--- src/led_color_group_select_pkg.sv ---
// Shared constants and carriers for LED selection decode and brightness monitor
package led_color_group_select_pkg;

  // ----------------------------------------
  // Selection code layout
  // ----------------------------------------
  localparam int SEL_W      = 4;
  localparam int COLOR_LSB  = 0;
  localparam int GROUP_LSB  = 2;
  localparam logic [3:0] SEL_OFF = 4'h0;
  localparam logic [1:0] FIELD_BLANK = 2'h0;
  localparam logic [1:0] FIELD_RED   = 2'h1;
  localparam logic [1:0] FIELD_GREEN = 2'h2;
  localparam logic [1:0] FIELD_BLUE  = 2'h3;

  // ----------------------------------------
  // Widths and register map
  // ----------------------------------------
  localparam int NUM_GROUPS = 4;
  localparam int NUM_COLORS = 3;
  localparam int THR_W      = 12;
  localparam int CNT_W      = 16;
  localparam int ADDR_W     = 8;
  localparam int DATA_W     = 32;

  // Photo thresholds: index = group*4 + colour(1..3)
  localparam logic [7:0] REG_PHOTO_THR_BASE = 8'h00;
  localparam logic [7:0] REG_PULSE_LIM_BASE = 8'h40;
  localparam logic [7:0] REG_CTRL           = 8'h50;
  localparam logic [7:0] REG_OVB_THR        = 8'h54;
  localparam logic [7:0] REG_HOLDOFF        = 8'h58;
  localparam logic [7:0] REG_STATUS         = 8'h5c;

  localparam int CTRL_DISC_BIT  = 0;
  localparam int CTRL_OVB_EN    = 1;
  localparam int CTRL_OVB_LOWBW = 2;

  localparam logic [THR_W-1:0] THR_RST     = 12'hfff;
  localparam logic [CNT_W-1:0] LIMIT_RST   = 16'hffff;
  localparam logic [CNT_W-1:0] HOLDOFF_RST = 16'h0064;

  // Drive enable off time for the on/off/on toggle
  localparam int DRV_OFF_NS  = 20;
  localparam int CLK_NS      = 10;
  localparam logic [3:0] DRV_OFF_CYC = 4'((DRV_OFF_NS + CLK_NS - 1) / CLK_NS);

  // ----------------------------------------
  // Types
  // ----------------------------------------
  typedef enum logic [1:0] {
    COLOR_NONE,
    COLOR_RED,
    COLOR_GREEN,
    COLOR_BLUE
  } color_e;

  typedef struct packed {
    logic       drv_on;
    logic       blanking;
    logic       force_shunt;
    color_e     color;
    logic [1:0] group;
  } decode_s;

  typedef struct packed {
    logic [ADDR_W-1:0] addr;
    logic [DATA_W-1:0] wdata;
    logic              wr;
    logic              rd;
  } reg_req_s;

endpackage

--- src/led_color_group_select_decode.sv ---
// Registered decode of the LED selection code
`timescale 1ns/1ps
`default_nettype none
module led_color_group_select_decode
  import led_color_group_select_pkg::*;
(
  // Clock and reset
  input  wire logic                    clk_sys,
  input  wire logic                    rst,
  // Selection code in
  input  wire logic [SEL_W-1:0]        led_color_group_select,
  // Decoded out
  output led_color_group_select_pkg::decode_s         dec_q
);
  import led_color_group_select_pkg::*;

  decode_s dec_d;
  logic [1:0] lo;
  logic [1:0] hi;

  always_comb begin
    lo    = led_color_group_select[COLOR_LSB +: 2];
    hi    = led_color_group_select[GROUP_LSB +: 2];
    dec_d = '0;
    if (led_color_group_select == SEL_OFF) begin
      dec_d.force_shunt = 1'b1;
      dec_d.color       = COLOR_NONE;
    end else if (lo == FIELD_BLANK) begin
      dec_d.blanking = 1'b1;
      dec_d.color    = color_e'(hi);
    end else begin
      dec_d.drv_on = 1'b1;
      dec_d.color  = color_e'(lo);
      dec_d.group  = hi;
    end
  end

  // One edge for all decoded fields avoids mixed-code glitches
  always_ff @(posedge clk_sys or posedge rst) begin
    if (rst) begin
      dec_q <= '{drv_on: 1'b0, blanking: 1'b0, force_shunt: 1'b1, color: COLOR_NONE, group: 2'h0};
    end else begin
      dec_q <= dec_d;
    end
  end
endmodule
`default_nettype wire

--- src/led_pulse_ctrl.sv ---
// Discontinuous pulse control: drive enable toggle, holdoff filter, width limit
`timescale 1ns/1ps
`default_nettype none
module led_pulse_ctrl
  import led_color_group_select_pkg::*;
(
  // Clock and reset
  input  wire logic                    clk_sys,
  input  wire logic                    rst,
  // Mode and settings
  input  wire logic                    disc_mode,
  input  wire logic                    drv_on,
  input  wire logic [CNT_W-1:0]        holdoff_cyc,
  input  wire logic [CNT_W-1:0]        pulse_limit,
  // Controller and comparator
  input  wire logic                    shunt_request,
  input  wire logic                    photo_cmp_raw,
  // Results
  output logic                         drive_pulse_q,
  output logic                         pulse_end_q,
  output logic                         photo_compare_out,
  output logic                         limit_hit_q,
  output logic                         pulse_active_q
);
  import led_color_group_select_pkg::*;

  typedef enum logic [1:0] {
    P_IDLE,
    P_DRV_OFF,
    P_RUN,
    P_HOLD
  } pstate_e;

  pstate_e          st_q;
  logic             req_q;
  logic             cmp_q;
  logic [3:0]       off_q;
  logic [CNT_W-1:0] cnt_q;
  logic             req_fall;
  logic             cmp_fall;

  assign req_fall = req_q & ~shunt_request;
  assign cmp_fall = cmp_q & ~photo_cmp_raw;

  always_ff @(posedge clk_sys or posedge rst) begin
    if (rst) begin
      req_q <= 1'b1;
      cmp_q <= 1'b1;
    end else begin
      req_q <= shunt_request;
      cmp_q <= photo_cmp_raw;
    end
  end

  // ----------------------------------------
  // Pulse sequencer
  // ----------------------------------------
  always_ff @(posedge clk_sys or posedge rst) begin
    if (rst) begin
      st_q        <= P_IDLE;
      off_q       <= 4'h0;
      cnt_q       <= '0;
      pulse_end_q <= 1'b0;
      limit_hit_q <= 1'b0;
    end else begin
      pulse_end_q <= 1'b0;
      limit_hit_q <= 1'b0;
      if (!disc_mode || !drv_on) begin
        st_q <= P_IDLE;
      end else begin
        unique case (st_q)
          P_IDLE: begin
            if (req_fall) begin
              st_q  <= P_DRV_OFF;
              off_q <= DRV_OFF_CYC;
            end
          end
          P_DRV_OFF: begin
            off_q <= off_q - 4'h1;
            if (off_q == 4'h1) begin
              st_q  <= P_RUN;
              cnt_q <= '0;
            end
          end
          P_RUN: begin
            cnt_q <= cnt_q + 1'b1;
            if (cmp_fall) begin
              st_q        <= P_HOLD;
              pulse_end_q <= 1'b1;
              cnt_q       <= '0;
            end else if (cnt_q >= pulse_limit) begin
              // No comparator edge to filter: next request taken at once
              st_q        <= P_IDLE;
              pulse_end_q <= 1'b1;
              limit_hit_q <= 1'b1;
              cnt_q       <= '0;
            end
          end
          P_HOLD: begin
            // Comparator edges ignored here
            cnt_q <= cnt_q + 1'b1;
            if (cnt_q >= holdoff_cyc) begin
              st_q <= P_IDLE;
            end
          end
        endcase
      end
    end
  end

  assign drive_pulse_q  = (st_q != P_DRV_OFF);
  assign pulse_active_q = (st_q == P_RUN);

  // Comparator output: low from accepted edge through holdoff
  always_ff @(posedge clk_sys or posedge rst) begin
    if (rst) begin
      photo_compare_out <= 1'b1;
    end else begin
      photo_compare_out <= !(disc_mode && drv_on &&
                             ((st_q == P_RUN && cmp_fall) || (st_q == P_HOLD && cnt_q < holdoff_cyc)));
    end
  end
endmodule
`default_nettype wire

--- src/led_select_monitor.sv ---
// LED selection decode and brightness monitor top
//
// Local design decisions: the plain strobed port and the placing of the registers.
`timescale 1ns/1ps
`default_nettype none
// ----------------------------------------
// How it works
// - Code 0000 disables driver, forces shunt high, all colour selects low.
// - Low bits zero selects blanking; upper bits pick red, green, blue.
// - Nonzero low bits enable driver; low bits colour, upper bits group.
// - Four threshold sets, group picks set for the current colour.
// - Large capacitor select only during discontinuous operation.
// - Falling comparator output marks each pulse reaching threshold.
// - Secondary amplifier above programmable threshold flags over-brightness.
// - Over-brightness uses high or low bandwidth amplifier output.
// - Shunt request falling edge toggles drive enable off then on.
// - First comparator fall acts; later edges ignored during holdoff.
// - Per-colour time limit expiry ends pulse by enabling shunt.
// ----------------------------------------
module led_select_monitor
  import led_color_group_select_pkg::*;
(
  // Clock and reset
  input  wire logic                    clk_sys,
  input  wire logic                    rst,
  // Register port
  input  wire logic [ADDR_W-1:0]       reg_addr,
  input  wire logic [DATA_W-1:0]       reg_wdata,
  input  wire logic                    reg_wr,
  input  wire logic                    reg_rd,
  output logic [DATA_W-1:0]            reg_rdata,
  // Controller pins
  input  wire logic [SEL_W-1:0]        led_color_group_select,
  input  wire logic                    shunt_request,
  // Analog front end, digitised
  input  wire logic                    photo_cmp_raw,
  input  wire logic [THR_W-1:0]        secondary_photo_amp_hbw,
  input  wire logic [THR_W-1:0]        secondary_photo_amp_lbw,
  // Outputs to power stage and controller
  output logic                         inductor_drive_enable,
  output logic                         low_ohm_shunt_enable,
  output logic                         large_cap_select,
  output logic                         photo_compare_out,
  output logic                         sel_red,
  output logic                         sel_green,
  output logic                         sel_blue,
  output logic                         blanking_current,
  output logic [THR_W-1:0]             photo_threshold,
  output logic                         over_bright
);
  import led_color_group_select_pkg::*;

  decode_s          dec;
  logic [THR_W-1:0] thr_q [NUM_GROUPS*4];
  logic [CNT_W-1:0] lim_q [4];
  logic [2:0]       ctrl_q;
  logic [THR_W-1:0] ovb_thr_q;
  logic [CNT_W-1:0] holdoff_q;
  logic             ovb_sticky_q;
  logic             lim_sticky_q;
  logic             drv_pulse;
  logic             pulse_end;
  logic             limit_hit;
  logic             pulse_act;
  logic             shunt_q;
  logic [3:0]       thr_idx;
  logic [THR_W-1:0] amp_sel;
  logic             ovb_now;
  logic             disc;

  assign disc = ctrl_q[CTRL_DISC_BIT];

  // ----------------------------------------
  // Decode and pulse control
  // ----------------------------------------
  led_color_group_select_decode u_dec (
    .clk_sys                (clk_sys),
    .rst                    (rst),
    .led_color_group_select (led_color_group_select),
    .dec_q                  (dec)
  );

  led_pulse_ctrl u_pulse (
    .clk_sys           (clk_sys),
    .rst               (rst),
    .disc_mode         (disc),
    .drv_on            (dec.drv_on),
    .holdoff_cyc       (holdoff_q),
    .pulse_limit       (lim_q[dec.color]),
    .shunt_request     (shunt_request),
    .photo_cmp_raw     (photo_cmp_raw),
    .drive_pulse_q     (drv_pulse),
    .pulse_end_q       (pulse_end),
    .photo_compare_out (photo_compare_out),
    .limit_hit_q       (limit_hit),
    .pulse_active_q    (pulse_act)
  );

  // ----------------------------------------
  // Register writes
  // ----------------------------------------
  genvar gi;
  generate
    for (gi = 0; gi < NUM_GROUPS*4; gi++) begin : g_thr
      always_ff @(posedge clk_sys or posedge rst) begin
        if (rst) begin
          thr_q[gi] <= THR_RST;
        end else if (reg_wr && reg_addr == REG_PHOTO_THR_BASE + 8'(gi*4)) begin
          thr_q[gi] <= reg_wdata[THR_W-1:0];
        end
      end
    end
    for (gi = 0; gi < 4; gi++) begin : g_lim
      always_ff @(posedge clk_sys or posedge rst) begin
        if (rst) begin
          lim_q[gi] <= LIMIT_RST;
        end else if (reg_wr && reg_addr == REG_PULSE_LIM_BASE + 8'(gi*4)) begin
          lim_q[gi] <= reg_wdata[CNT_W-1:0];
        end
      end
    end
  endgenerate

  always_ff @(posedge clk_sys or posedge rst) begin
    if (rst) begin
      ctrl_q    <= 3'h0;
      ovb_thr_q <= THR_RST;
      holdoff_q <= HOLDOFF_RST;
    end else if (reg_wr) begin
      if (reg_addr == REG_CTRL) begin
        ctrl_q <= reg_wdata[2:0];
      end
      if (reg_addr == REG_OVB_THR) begin
        ovb_thr_q <= reg_wdata[THR_W-1:0];
      end
      if (reg_addr == REG_HOLDOFF) begin
        holdoff_q <= reg_wdata[CNT_W-1:0];
      end
    end
  end

  // ----------------------------------------
  // Over-brightness compare
  // ----------------------------------------
  assign amp_sel = ctrl_q[CTRL_OVB_LOWBW] ? secondary_photo_amp_lbw : secondary_photo_amp_hbw;
  assign ovb_now = ctrl_q[CTRL_OVB_EN] && (amp_sel > ovb_thr_q);

  always_ff @(posedge clk_sys or posedge rst) begin
    if (rst) begin
      over_bright <= 1'b0;
    end else begin
      over_bright <= ovb_now;
    end
  end

  // Sticky status: a new event beats a same-cycle clear
  always_ff @(posedge clk_sys or posedge rst) begin
    if (rst) begin
      ovb_sticky_q <= 1'b0;
      lim_sticky_q <= 1'b0;
    end else begin
      if (ovb_now) begin
        ovb_sticky_q <= 1'b1;
      end else if (reg_wr && reg_addr == REG_STATUS && reg_wdata[0]) begin
        ovb_sticky_q <= 1'b0;
      end
      if (limit_hit) begin
        lim_sticky_q <= 1'b1;
      end else if (reg_wr && reg_addr == REG_STATUS && reg_wdata[1]) begin
        lim_sticky_q <= 1'b0;
      end
    end
  end

  // ----------------------------------------
  // Shunt and drive outputs
  // ----------------------------------------
  // Shunt drops on request fall, comes back when pulse ends
  always_ff @(posedge clk_sys or posedge rst) begin
    if (rst) begin
      shunt_q <= 1'b1;
    end else if (!dec.drv_on) begin
      shunt_q <= 1'b1;
    end else if (!disc) begin
      shunt_q <= shunt_request;
    end else if (pulse_end || shunt_request) begin
      shunt_q <= 1'b1;
    end else if (pulse_act || !drv_pulse) begin
      // Held high after pulse end until the next accepted request
      shunt_q <= 1'b0;
    end
  end

  always_ff @(posedge clk_sys or posedge rst) begin
    if (rst) begin
      inductor_drive_enable <= 1'b0;
      low_ohm_shunt_enable  <= 1'b1;
      large_cap_select      <= 1'b0;
      sel_red               <= 1'b0;
      sel_green             <= 1'b0;
      sel_blue              <= 1'b0;
      blanking_current      <= 1'b0;
      photo_threshold       <= THR_RST;
    end else begin
      inductor_drive_enable <= (dec.drv_on || dec.blanking) && drv_pulse;
      low_ohm_shunt_enable  <= dec.force_shunt | shunt_q;
      large_cap_select      <= disc;
      sel_red               <= dec.color == COLOR_RED;
      sel_green             <= dec.color == COLOR_GREEN;
      sel_blue              <= dec.color == COLOR_BLUE;
      blanking_current      <= dec.blanking;
      photo_threshold       <= thr_q[thr_idx];
    end
  end

  assign thr_idx = {dec.group, dec.color};

  // ----------------------------------------
  // Register read
  // ----------------------------------------
  always_ff @(posedge clk_sys or posedge rst) begin
    if (rst) begin
      reg_rdata <= '0;
    end else if (reg_rd) begin
      reg_rdata <= '0;
      if (reg_addr < REG_PULSE_LIM_BASE && reg_addr[1:0] == 2'h0) begin
        reg_rdata <= DATA_W'(thr_q[reg_addr[5:2]]);
      end else if (reg_addr >= REG_PULSE_LIM_BASE && reg_addr < REG_CTRL && reg_addr[1:0] == 2'h0) begin
        reg_rdata <= DATA_W'(lim_q[reg_addr[3:2]]);
      end else if (reg_addr == REG_CTRL) begin
        reg_rdata <= DATA_W'(ctrl_q);
      end else if (reg_addr == REG_OVB_THR) begin
        reg_rdata <= DATA_W'(ovb_thr_q);
      end else if (reg_addr == REG_HOLDOFF) begin
        reg_rdata <= DATA_W'(holdoff_q);
      end else if (reg_addr == REG_STATUS) begin
        reg_rdata <= DATA_W'({pulse_act, over_bright, lim_sticky_q, ovb_sticky_q});
      end
    end else begin
      reg_rdata <= '0;
    end
  end
endmodule
`default_nettype wire

--- config.mk ---
export PLATFORM = sky130hd
export DESIGN_NAME = led_select_monitor
export DESIGN_NICKNAME = d
export VERILOG_FILES = /design/src/led_color_group_select_pkg.sv /design/src/led_color_group_select_decode.sv /design/src/led_pulse_ctrl.sv /design/src/led_select_monitor.sv
export SDC_FILE = /design/constraint.sdc
export NUM_CORES = 1
export LEC_CHECK = 0
export ABC_AREA = 1
export BUFFER_PORTS_ARGS = -buffer_cell sky130_fd_sc_hd__buf_2
export CORE_ASPECT_RATIO = 0.75
export CORE_MARGIN = 3
export CORE_UTILIZATION = 58
export DETAILED_ROUTE_END_ITERATION = 12
export GPL_TIMING_DRIVEN = 1
export HOLD_SLACK_MARGIN = 0.12
export PLACE_DENSITY = 0.77
export REMOVE_ABC_BUFFERS = 1
export SYNTH_ARGS = -nofsm -noshare
export SYNTH_HDL_FRONTEND = slang
export SYNTH_HIERARCHICAL = 1
export SYNTH_SLANG_ARGS = --single-unit
--- constraint.sdc ---
create_clock -name clk_sys -period 14.59 [get_ports clk_sys]
set_clock_uncertainty 0.1 [all_clocks]
set_input_delay 1.459 -clock clk_sys [delete_from_list [all_inputs] [get_ports clk_sys]]
set_output_delay 1.459 -clock clk_sys [all_outputs]
set_load 0.1 [all_outputs]
==> results.rst <==
.. list-table::
   :header-rows: 1

   * - Metric
     - Value
   * - Result of the run
     - completed
   * - Iteration-0 DRC Markers
     - 2,420
   * - Switching share of power
     - 0.333
   * - DP Cell Count
     - about 3.1k
   * - Vias in the first global route
     - 18.3k
   * - Total routing usage reported by global routing
     - 0.354
   * - Share of flip-flops with an asynchronous set or reset after synthesis
     - 1.00
   * - Average wire per cell in the routed design
     - 20.3 um
   * - Maximum number of pins on one net before global-route repair
     - 121
   * - Critical Setup Path Class
     - flip-flop to flip-flop
   * - Via Count
     - 18.9k
   * - Share of total power in sequential cells
     - 0.441
   * - Summed negative setup slack over all endpoints
     - 0 ns
   * - Highest fanout seen on the critical path
     - 53
   * - Number of flops mapped to enable cells by yosys
     - 0
   * - Cts hold-fix bufs
     - 0
   * - Half-perimeter wire length after placement
     - approximately 40 mm
   * - Max H-tree Level
     - 2
   * - Final count of hold timing violations
     - 0
   * - Antenna viol nets, final
     - 0
   * - Depth of the worst hold-timing path
     - 0
   * - Slew margin rel.
     - 0.0854
   * - FILL cells
     - 2,983
   * - Total count of max-transition violations in the final report
     - 0
   * - Final weighted congestion in routability-driven placement
     - around 0.93
   * - Final design instance area without fill
     - 21,800 um^2
   * - Post-Layout Cell Count
     - 3,191
   * - Port-buffer cells
     - 94
   * - Element type at the critical path start
     - flip-flop
   * - Hold/Removal Path Class
     - flip-flop to flip-flop
   * - Share of total power in the clock network
     - 0.344
   * - Wire length of the first global-routing pass
     - 101 mm
   * - Number of placement rows
     - 58
   * - Clock latency reported for the late side of the worst-skew pair
     - about 0.55 ns
   * - Via-to-Cell Ratio
     - 5.92
   * - Average cell area after synthesis
     - 7.43 um^2
   * - Sw power
     - 0.904 mW
   * - CTS tree
     - yes
   * - Finish-stage setup viols
     - 0
   * - Number of detailed-routing iterations run before antenna repair
     - 7
   * - Leak
     - 10.1 nW
   * - Aggregate routed wire length
     - 64.7 mm
   * - Layout area overhead
     - 8.64%
   * - Hold Slack
     - 0.298 ns
   * - Number of synthesis warnings
     - 6
   * - Total clock buffers created by CTS
     - 37
   * - Leading cell type by number of instances after synthesis
     - nand2_1
   * - Total of flip-flops plus latches after synthesis
     - 360
   * - Register clock-pin slew on the reported worst setup and hold paths
     - 0.06 ns
   * - Top_reg_cell synth
     - dfstp_2
   * - Number of instances in the synthesized netlist
     - approximately 2.7k
   * - Fmax
     - between 200 and 250 MHz
   * - Synth top area share
     - 0.379
   * - Leading post-synthesis cells by cell area
     - dfstp_2 38%, nand2_1 16%, dfrtp_1 8.9%, o21ai_0 8.6%, nor2_1 6.5%
   * - WP data required
     - 14.95 ns
   * - Peak ir drop on the vdd network
     - 0.000108 V
   * - Crit end category
     - flip-flop
   * - Die Height
     - 167 um
   * - Setup Fix Bufs, Post-CTS
     - 0
   * - Worst r2r path cells
     - 15
   * - Number of library cell types mapped by synthesis
     - 49
   * - Actual slew at the worst max-slew pin
     - between 1 and 1.5 ns
   * - Part of the total power dissipated in combinational logic
     - 0.216
   * - Library cell with the largest summed area after synthesis
     - dfstp_2
   * - Maximum count of clock buffers along a single path
     - 3
   * - Setup slack on the worst flop-to-flop path
     - 9.98 ns
   * - Instance area at placement
     - 20,600 um^2
   * - Cell Area, Synth
     - around 20,000 um^2
   * - Seq/Total Area, Yosys
     - 0.467
   * - PD cells
     - 125 nW/um^2
   * - Arrival time at the worst endpoint
     - 4.97 ns
   * - Root cell of the clock tree
     - clkbuf_16
   * - # Max-Cap Violations
     - 0
   * - Post-CTS sizing
     - 0
   * - Fraction of the cycle the final worst path needs
     - 0.316
   * - Die extent in x
     - approximately 220 um
   * - Overall die area
     - approximately 37,000 um^2
   * - Net count, final
     - around 2.8k
   * - Number of antenna violations at the first check in global routing
     - 0
   * - Share of layout cells above drive strength 1
     - 0.187
   * - Unrepaired setup endpoints after global routing
     - false
   * - Remaining Overflow, GRT
     - 0
   * - Internal power component
     - 1.81 mW
   * - Utilization after layout
     - 0.644
   * - Std-Cell Core Area
     - 33,800 um^2
   * - Final critical-path required period
     - 4.61 ns
   * - DRC violation count after routing
     - 0
   * - Clock sinks
     - 360
   * - Number of top-level design ports
     - approximately 130
   * - Initial Util
     - 0.593
   * - Commonest cells post-synth
     - 828 x nand2_1, 347 x nor2_1, 345 x o21ai_0
==> area by class of cell <==
cell class / instances / area [um^2] / area share
multi-input combinational: 1924 / 8980 / 0.412
timing repair buffer: 118 / 651 / 0.0299
sequential: 360 / 9370 / 0.430
inverter: 273 / 1040 / 0.0476
clock inverter: 8 / 48.8 / 0.00224
clock buffer: 57 / 1120 / 0.0516
tap: 450 / 563 / 0.0259
antenna: 1 / 2.50 / 0.000115
==> power by group through the flow <==
stage	clock, mW	combinational, mW	sequential [mW]
4_1_cts	0.940	0.575	1.19
3_5_place_dp	0	0.570	1.21
5_1_grt	0.982	0.652	1.21
2_1_floorplan	0	0.349	1.25
6_report	0.934	0.586	1.20
3_3_place_gp	0	0.551	1.20
==> registers in the layout, summed over array words and instances, names as in the netlist, 2 cells and up <==
name,count
photo_threshold,12
ovb_thr_q,12
u_pulse/st_q,2
lim_q,64
ctrl_q,3
u_pulse/off_q,4
holdoff_q,16
u_pulse/cnt_q,16
u_dec/dec_q,7
reg_rdata,16
thr_q,192
==> logic make-up after synthesis <==
family,Yosys count,share of synthesized area
and+or+nand+nor,1290,0.256
muxes,1,0.000499
DFF,360,0.467
other,1,0.000187
buffers and inverters,429,0.0874
xor gates and xnor gates,10,0.00437
AOI/OAI and AO/OA,560,0.155
adders and majority gates,47,0.0293
==> cell usage in the layout, fill, tap and decap left out, types with 30 or more instances in the layout <==
cell type and instances:
a21oi_1 95, buf_2 94, clkbuf_16 39, dfrtp_1 70
dfstp_2 289, ha_1 47, inv_1 259, nand2_1 828
nand3_1 56, nor2_1 346, o211ai_1 30, o21ai_0 345
==> per-stage QoR <==
| step | setup slack, ns | power, mW |
|---|---|---|
| finish | 9.98 | 2.72 |
| global route | 9.68 | 2.84 |
| CTS | 10.13 | 2.71 |
| detailed placement | 9.88 | 1.78 |
| global placement | 10.01 | 1.75 |
| floorplan | 4.48 | 1.60 |
==> worst paths after layout <==
path | endpoint | from
setup / recovery | u_pulse/cnt_q[12] | u_dec/dec_q[2]
hold / removal | blanking_current | u_dec/dec_q[5]
setup reg to reg | u_pulse/cnt_q[12] | u_dec/dec_q[2]
hold reg to reg | blanking_current | u_dec/dec_q[5]
max in group asynchronous | sel_blue | rst
min in group asynchronous | u_dec/dec_q[1] | rst
==> critical path, stage by stage, from the launching register on <==
cell,delay [ns]
dfrtp_2,0.60
clkinv_1,0.10
buf_4,0.59
nand2_1,0.19
inv_2,0.80
a22oi_1,0.15
o21ai_0,0.26
inv_1,0.09
ha_1,0.32
a21oi_1,0.18
o21ai_0,0.09
a21oi_1,0.32
nand3_2,0.12
nand2_1,0.21
nand2_2,0.17
a21oi_1,0.17
==> metal layers <==
metal / up-vias / wire (um) / GRT usage
li1: 8616 / - / -
met1: 8858 / 25900 / 0.505
met2: 1204 / 27100 / 0.509
met3: 216 / 8990 / 0.0969
met4: 0 / 2690 / 0.151
met5: - / 0 / 0
Power figures use the tool's default switching activity.
